## config.mk

```make
export PLATFORM = sky130hd
export DESIGN_NAME = clfc_top
export DESIGN_NICKNAME = d
export VERILOG_FILES = /design/src/verilog/clfc_pkg.sv /design/src/verilog/clfc_top.sv
export VERILOG_INCLUDE_DIRS = /design/src /design/src/verilog
export SDC_FILE = /design/constraint.sdc
export NUM_CORES = 1
export LEC_CHECK = 0
export ABC_AREA = 1
export BUFFER_PORTS_ARGS = -buffer_cell sky130_fd_sc_hd__buf_2
export CAP_MARGIN = 30
export CORE_AREA = 2 2 92 94
export DETAILED_ROUTE_END_ITERATION = 8
export DIE_AREA = 0 0 94 96
export GPL_ROUTABILITY_DRIVEN = 0
export GPL_TIMING_DRIVEN = 0
export HOLD_SLACK_MARGIN = 0.05
export PLACE_DENSITY = 0.86
export SLEW_MARGIN = 20
export SYNTH_ARGS = -nofsm -noshare
export SYNTH_HDL_FRONTEND = slang
export SYNTH_SLANG_ARGS = --single-unit
```

## constraint.sdc

```tcl
create_clock -name clk -period 1.8 [get_ports clk]
set_input_delay 0.09 -clock clk [delete_from_list [all_inputs] [get_ports clk]]
set_output_delay 0.09 -clock clk [all_outputs]
set_load 0.005 [all_outputs]
```

## src/verilog/clfc_regs.svh

```systemverilog
// Constants of the cyclic link fault classifier: register map, fields and cause codes
// Function
// - Message: zero upper half, component, cause
// - Checksum fail gives cause 1
// - Short telegram gives cause 2
// - Long telegram gives cause 3
// - Length disagreeing with receive list: 4
// - Type disagreeing with receive list: 5
// - Power unit address mismatch: 6
// - Remote supply failure indication: 9
// - Early arrival alone gives cause 16
// - Early plus defect 1 to 6 gives combined code
// - Missing sign-of-life bit gives 10
// - Missing sign-of-life and early: 26
// - Missing cyclic telegram gives 33
// - List timeouts: receive 34, send 64
// - Failed transition to cyclic: 98
// - Send type mismatch: block, cause 65
// - Malformed header gives cause 32
// - Buffer corrupt: receive 35, send 66/67
// - Late runtime measurement response: 96
// - Characteristic data exchange too long: 97
// - Alternating cyclic sync loss: 11
// - Property change reports component number only
`ifndef CLFC_REGS_SVH
`define CLFC_REGS_SVH
// ****************************************
// Register offsets
// ****************************************
`define CLFC_ADDR_CTRL 8'h00
`define CLFC_ADDR_COMP 8'h04
`define CLFC_ADDR_MSG 8'h08
`define CLFC_ADDR_STAT 8'h0C
`define CLFC_ADDR_COUNT 8'h10
// ****************************************
// Fields
// ****************************************
`define CLFC_CTRL_EN 0
`define CLFC_CTRL_CLR 1
`define CLFC_STAT_VALID 0
`define CLFC_STAT_OVF 1
`define CLFC_CTRL_RST 32'h0000_0001
`define CLFC_EN_RST 1'b1
// ****************************************
// Cause codes
// ****************************************
`define CLFC_C_CRC 8'h01
`define CLFC_C_SHORT 8'h02
`define CLFC_C_LONG 8'h03
`define CLFC_C_LEN 8'h04
`define CLFC_C_TYPE 8'h05
`define CLFC_C_ADDR 8'h06
`define CLFC_C_SUPPLY 8'h09
`define CLFC_C_LIFE 8'h0A
`define CLFC_C_ALTSYNC 8'h0B
`define CLFC_C_EARLY 8'h10
`define CLFC_C_ERRBIT_E 8'h19
`define CLFC_C_LIFE_E 8'h1A
`define CLFC_C_HDR 8'h20
`define CLFC_C_MISS 8'h21
`define CLFC_C_RXTO 8'h22
`define CLFC_C_RXBUF 8'h23
`define CLFC_C_TXTO 8'h40
`define CLFC_C_TXTYPE 8'h41
`define CLFC_C_TXBUF1 8'h42
`define CLFC_C_TXBUF2 8'h43
`define CLFC_C_RTLATE 8'h60
`define CLFC_C_CHARTO 8'h61
`define CLFC_C_TRANS 8'h62
`define CLFC_ZERO8 8'h00
`endif

```

## src/verilog/clfc_pkg.sv

```systemverilog
// Types of the cyclic link fault classifier
package clfc_pkg;
  typedef logic [31:0] clfc_word_t;
  typedef logic [7:0] clfc_byte_t;
endpackage : clfc_pkg

```

## src/verilog/clfc_top.sv

```systemverilog
// Cyclic link fault classifier: fault detection to message value, register port
`include "clfc_regs.svh"
module clfc_top
  import clfc_pkg::*;
#(
  parameter int CWIDTH = 16
) (
  input wire logic clk,
  input wire logic rst_n,
  // Register port
  input wire logic [7:0] reg_addr,
  input wire logic [31:0] reg_wdata,
  input wire logic reg_wr,
  input wire logic reg_rd,
  output logic [31:0] reg_rdata,
  // Receive telegram check results, valid with rx_done
  input wire logic rx_done,
  input wire logic rx_crc_bad,
  input wire logic rx_short,
  input wire logic rx_long,
  input wire logic rx_len_bad,
  input wire logic rx_type_bad,
  input wire logic rx_addr_bad,
  input wire logic rx_supply_fail,
  input wire logic rx_err_bit,
  input wire logic rx_life_missing,
  input wire logic rx_early,
  input wire logic rx_hdr_bad,
  input wire logic rx_buf_bad,
  // Link events, one-cycle pulses
  input wire logic ev_miss,
  input wire logic ev_rx_timeout,
  input wire logic ev_tx_timeout,
  input wire logic ev_trans_fail,
  input wire logic ev_tx_buf_bad1,
  input wire logic ev_tx_buf_bad2,
  input wire logic ev_rt_late,
  input wire logic ev_char_slow,
  input wire logic ev_alt_sync,
  input wire logic ev_prop_change,
  // Send request with type check
  input wire logic tx_req,
  input wire logic tx_type_bad,
  output logic tx_go,
  // Fault report
  output logic fault_pulse,
  output logic [31:0] fault_msg
);

  // ****************************************
  // Registers
  // ****************************************
  logic enable_reg; // Classifier enable
  logic [7:0] comp_reg; // Component number
  clfc_word_t msg_reg; // Last message value
  logic valid_reg; // Message held
  logic ovf_reg; // Message replaced before clear
  logic [CWIDTH-1:0] count_reg; // Fault count
  logic [31:0] rdata_reg; // Read data
  logic pulse_reg; // Report strobe

  // ****************************************
  // Cause selection
  // ****************************************
  logic hit; // A fault this cycle
  logic [7:0] cause; // Selected cause
  logic prop; // Property change has own format
  logic tx_block; // Send refused

  assign tx_block = tx_req && tx_type_bad;

  // Priority: receive telegram first, then send type block, then link events
  always_comb begin
    hit = 1'b1;
    prop = 1'b0;
    cause = `CLFC_ZERO8;
    if (rx_done && rx_hdr_bad) begin
      cause = `CLFC_C_HDR;
    end else if (rx_done && rx_buf_bad) begin
      cause = `CLFC_C_RXBUF;
    end else if (rx_done && rx_life_missing) begin
      cause = rx_early ? `CLFC_C_LIFE_E : `CLFC_C_LIFE;
    end else if (rx_done && rx_crc_bad) begin
      cause = rx_early ? (`CLFC_C_CRC | `CLFC_C_EARLY) : `CLFC_C_CRC;
    end else if (rx_done && rx_short) begin
      cause = rx_early ? (`CLFC_C_SHORT | `CLFC_C_EARLY) : `CLFC_C_SHORT;
    end else if (rx_done && rx_long) begin
      cause = rx_early ? (`CLFC_C_LONG | `CLFC_C_EARLY) : `CLFC_C_LONG;
    end else if (rx_done && rx_len_bad) begin
      cause = rx_early ? (`CLFC_C_LEN | `CLFC_C_EARLY) : `CLFC_C_LEN;
    end else if (rx_done && rx_type_bad) begin
      cause = rx_early ? (`CLFC_C_TYPE | `CLFC_C_EARLY) : `CLFC_C_TYPE;
    end else if (rx_done && rx_addr_bad) begin
      cause = rx_early ? (`CLFC_C_ADDR | `CLFC_C_EARLY) : `CLFC_C_ADDR;
    end else if (rx_done && rx_supply_fail) begin
      cause = `CLFC_C_SUPPLY;
    end else if (rx_done && rx_early && rx_err_bit) begin
      cause = `CLFC_C_ERRBIT_E;
    end else if (rx_done && rx_early) begin
      cause = `CLFC_C_EARLY;
    end else if (tx_block) begin
      cause = `CLFC_C_TXTYPE;
    end else if (ev_miss) begin
      cause = `CLFC_C_MISS;
    end else if (ev_rx_timeout) begin
      cause = `CLFC_C_RXTO;
    end else if (ev_tx_timeout) begin
      cause = `CLFC_C_TXTO;
    end else if (ev_trans_fail) begin
      cause = `CLFC_C_TRANS;
    end else if (ev_tx_buf_bad1) begin
      cause = `CLFC_C_TXBUF1;
    end else if (ev_tx_buf_bad2) begin
      cause = `CLFC_C_TXBUF2;
    end else if (ev_rt_late) begin
      cause = `CLFC_C_RTLATE;
    end else if (ev_char_slow) begin
      cause = `CLFC_C_CHARTO;
    end else if (ev_alt_sync) begin
      cause = `CLFC_C_ALTSYNC;
    end else if (ev_prop_change) begin
      prop = 1'b1;
    end else begin
      hit = 1'b0;
    end
  end

  // Send passes only when its type agrees
  assign tx_go = tx_req && !tx_type_bad && enable_reg;

  logic fire; // Report taken
  assign fire = hit && enable_reg;

  // ****************************************
  // Message capture
  // ****************************************
  always_ff @(posedge clk) begin
    if (!rst_n) begin
      msg_reg <= 32'h0000_0000;
    end else if (fire) begin
      if (prop) begin
        msg_reg <= {24'h00_0000, comp_reg};
      end else begin
        msg_reg <= {16'h0000, comp_reg, cause};
      end
    end
  end

  // Report strobe one cycle after the fault
  always_ff @(posedge clk) begin
    if (!rst_n) begin
      pulse_reg <= 1'b0;
    end else begin
      pulse_reg <= fire;
    end
  end

  // Valid and overflow flags; a new fault wins over a clear
  always_ff @(posedge clk) begin
    if (!rst_n) begin
      valid_reg <= 1'b0;
      ovf_reg <= 1'b0;
    end else if (fire) begin
      valid_reg <= 1'b1;
      ovf_reg <= ovf_reg | valid_reg;
    end else if (reg_wr && reg_addr == `CLFC_ADDR_CTRL && reg_wdata[`CLFC_CTRL_CLR]) begin
      valid_reg <= 1'b0;
      ovf_reg <= 1'b0;
    end
  end

  // Fault counter, saturating
  always_ff @(posedge clk) begin
    if (!rst_n) begin
      count_reg <= '0;
    end else if (fire && !(&count_reg)) begin
      count_reg <= count_reg + 1'b1;
    end else if (!fire && reg_wr && reg_addr == `CLFC_ADDR_CTRL && reg_wdata[`CLFC_CTRL_CLR]) begin
      count_reg <= '0;
    end
  end

  // ****************************************
  // Register writes
  // ****************************************
  always_ff @(posedge clk) begin
    if (!rst_n) begin
      // Single-bit enable comes up set, matching the control reset word
      enable_reg <= `CLFC_EN_RST;
      comp_reg <= `CLFC_ZERO8;
    end else if (reg_wr) begin
      case (reg_addr)
        `CLFC_ADDR_CTRL: begin
          enable_reg <= reg_wdata[`CLFC_CTRL_EN];
        end
        `CLFC_ADDR_COMP: begin
          comp_reg <= reg_wdata[7:0];
        end
        default: begin
        end
      endcase
    end
  end

  // ****************************************
  // Register reads, data one cycle later
  // ****************************************
  always_ff @(posedge clk) begin
    if (!rst_n) begin
      rdata_reg <= 32'h0000_0000;
    end else if (reg_rd) begin
      case (reg_addr)
        `CLFC_ADDR_CTRL: rdata_reg <= {31'h0000_0000, enable_reg};
        `CLFC_ADDR_COMP: rdata_reg <= {24'h00_0000, comp_reg};
        `CLFC_ADDR_MSG: rdata_reg <= msg_reg;
        `CLFC_ADDR_STAT: rdata_reg <= {30'h0000_0000, ovf_reg, valid_reg};
        `CLFC_ADDR_COUNT: rdata_reg <= 32'(count_reg);
        default: rdata_reg <= 32'h0000_0000;
      endcase
    end else begin
      rdata_reg <= 32'h0000_0000;
    end
  end

  assign reg_rdata = rdata_reg;
  assign fault_pulse = pulse_reg;
  assign fault_msg = msg_reg;

endmodule : clfc_top
```

==> qor.txt <==
Status -> finished with violations
Failing checks -> negative setup slack
Crit Path Category -> reg2reg
IO Port Bufs -> 77
Layout Cells excl Fill -> 744
Vias in the first global route -> 3619
Fin area -> 0.00461 mm^2
Initial antenna violation count -> 0
Fmax -> 540 MHz
Vias per cell -> 5.30
Die Height -> 96 um
Final ANT Viol Nets -> 0
GRT Resource Usage Total -> 22.3%
Max-slew violation count -> 0
H-tree Lvls -> 3
Reg2reg setup slack -> -50 ps
Slowest-stage cell, CP -> dfxtp_2
RSZ-0062 raised after global routing -> yes
Post-Place Cell Area -> 0.00407 mm^2
Clock slew seen by the registers of the worst setup and hold paths -> 70 ps
Synth warn -> 0
Leakage -> 2.41 nW
Drt wl/cell -> 14.3 um
Critical Path End -> count_reg[13]
Router iterations before antenna repair -> 6
Largest net degree at the start of global routing -> 11
Setup WS post-layout -> -51.7 ps
WP data arrival -> 2070 ps
CTS tree -> built
Launching point of the worst reg2reg path -> count_reg[2]
Drt drc -> 0
Worst Hold Class -> in2reg
Distinct cell type count after synthesis -> 37
Share of post-route cells with drive strength above 1 -> 31.6%
Starting Density -> 42.6%
Slowest stage delay, CP -> 330 ps
Num CTS Buffers -> 9
R2r endpoint -> count_reg[13]
Worst slew pin tran -> 709 ps
Clock Root Buffer -> clkbuf_8
Buf/Inv on CP -> 1
Mapped Area -> 0.00343 mm^2
Ant. Diodes -> 0
Reg2Reg Depth -> 8
Final setup viols -> 1
Slew headroom -> 52.7%
Sequential area share after synthesis -> 35.0%
Required @ worst endpoint -> 2020 ps
Initial DRC Count -> 376
Fin Setup TNS -> -51.7 ps
# rows -> 33
Clock Sinks -> 60
Worst-Skew Late Latency -> 350 ps
Final Total Pwr -> 2.89 mW
Drt total wl -> 10600 um
Stages on worst setup path -> 8
Final Hold Viols -> 0
Die area -> 0.00902 mm^2
Synth Area per Inst -> 6.95 um^2
Maximum fanout along the worst path -> 7
CTS Buffer Depth -> 2
#FFs+latches synth -> 60
I/O pins -> 135
Die Wd -> 94 um
Clock Skew -> 10.2 ps
CP Launch Point -> count_reg[2]
Core Region -> 0.00805 mm^2
Peak VDD IR -> 259 uV
Vias -> 3941
Placed Instances -> 707
First-pass GRT wire length -> 15800 um
Max cap viols -> 0
Hpwl dp -> 7300 um
Final min period -> 1850 ps
Aggregate global routing overflow -> 0
Fin nets -> 704
P&R area growth vs syn -> 34.3%
Synth Instances -> 494
Fin crit share -> 103%
Crit-path leading delay family -> simple AND/OR/NAND/NOR gates
Power density cells -> 627 mW/mm^2
Critical path, cell by cell -> buf_6, nand3_4, nor3_4, nand3_2, nor2_4, nand4_1, o31ai_1, a21oi_1
Critical path endpoint category -> register
Critical Path Source Type -> register
-- power breakdown --
part	switching, mW	internal, mW
registers	0.0164	1.35
logic	0.200	0.172
clock network	0.547	0.610
total	0.763	2.13
-- worst min-delay path by stage --
| stage | startpoint | to | slack, ps | cells after the start |
|---|---|---|---|---|
| 2_1_floorplan | reg_wdata[0] | enable_reg | 200 | 2 |
| 3_3_place_gp | reg_wdata[0] | enable_reg | 310 | 3 |
| 3_5_place_dp | reg_wdata[0] | enable_reg | 320 | 3 |
| 4_1_cts | reg_wr | enable_reg | 80 | 4 |
| 5_1_grt | reg_wdata[2] | comp_reg[2] | 70 | 3 |
| 6_report | reg_wdata[2] | comp_reg[2] | 80 | 3 |
-- through the flow --
step	worst slack, ps	hold slack [ps]	util (%)
6_report	-51.7	77.6	57.3
5_1_grt	-104	74.2	57.3
4_1_cts	-38.4	79.3	55.8
3_5_place_dp	-308	324	50.6
3_3_place_gp	-236	310	50.6
2_1_floorplan	22.4	203	-
-- what timing repair did --
item / CTS / global route
hold buffers: 7 / 0
pin swaps: 7 / 14
endpoints found under the setup margin: 16 / 16
hold endpoints to repair: 8 / 0
gates cloned: 1 / 0
buffers inserted: 9 / 4
resized for setup: 18 / 23
-- routing by layer --
metal | wire length (um) | track usage [%]
met5 | 0 | 0
met4 | 512 | 12.8
met3 | 1060 | 5.79
met2 | 5040 | 38.3
met1 | 4010 | 25.0
-- placed cells by master (no fill, tap or decap), types with 5 or more instances in the layout --
cell | synthesis | final
nand2_4 | 13 | 13
nand3_1 | 43 | 38
nor2_1 | 29 | 27
nand2_1 | 128 | 125
inv_1 | 51 | 50
buf_2 | 4 | 79
o211ai_1 | 5 | 5
buf_4 | 33 | 43
nand4_1 | 7 | 7
clkbuf_1 | 8 | 9
conb_1 | 1 | 32
a21oi_1 | 33 | 32
buf_6 | 1 | 5
dlygate4sd3_1 | 0 | 7
o21ai_0 | 26 | 23
clkbuf_8 | 0 | 12
a21oi_2 | 10 | 11
nand3_2 | 2 | 5
dfxtp_1 | 60 | 54
-- cells in the mapped netlist (all sizes together) --
master / number / area, um^2
nand2: 142 / 633
dfxtp: 60 / 1200
inv: 56 / 215
nand3: 45 / 235
a21oi: 43 / 253
buf: 39 / 299
nor2: 29 / 109
o21ai: 27 / 135
clkbuf: 8 / 30.0
nor3: 8 / 50.1
nand4: 7 / 43.8
o211ai: 5 / 37.5
nor4: 4 / 25.0
o31ai: 3 / 22.5
xor2: 3 / 26.3
a221oi: 2 / 17.5
o221ai: 2 / 17.5
o22ai: 2 / 12.5
or2: 2 / 12.5
a22o: 1 / 8.76
conb: 1 / 3.75
ha: 1 / 12.5
nand3b: 1 / 7.51
nor3b: 1 / 7.51
o41ai: 1 / 8.76
or4: 1 / 7.51
-- worst min-delay path, stage by stage --
cell and delay (ps):
buf_2 80, o21ai_0 80, a21oi_1 130
-- logic make-up (layout without fill, tap and decap cells) --
group	Yosys count	after routing	share of synthesized area, %
AO/OA/AOI/OAI	86	86	14.9
adder cells (fa/ha/maj)	1	1	0.365
XOR/XNOR	3	3	0.766
buffers and inverters	103	217	15.9
flip-flops	60	60	35.0
other	1	32	0.109
AND/OR/NAND/NOR	240	240	33.0
-- layout make-up --
type	instances	area [um^2]
Timing Repair Buffer	98	601
Clock inverter	3	20.0
Sequential cell	60	1210
Buffer	47	342
Clock buffer	13	169
Fill cell	725	3440
Tap cell	105	131
Multi-Input combinational cell	362	1910
Inverter	56	220
(Power assumes the default switching activity.)
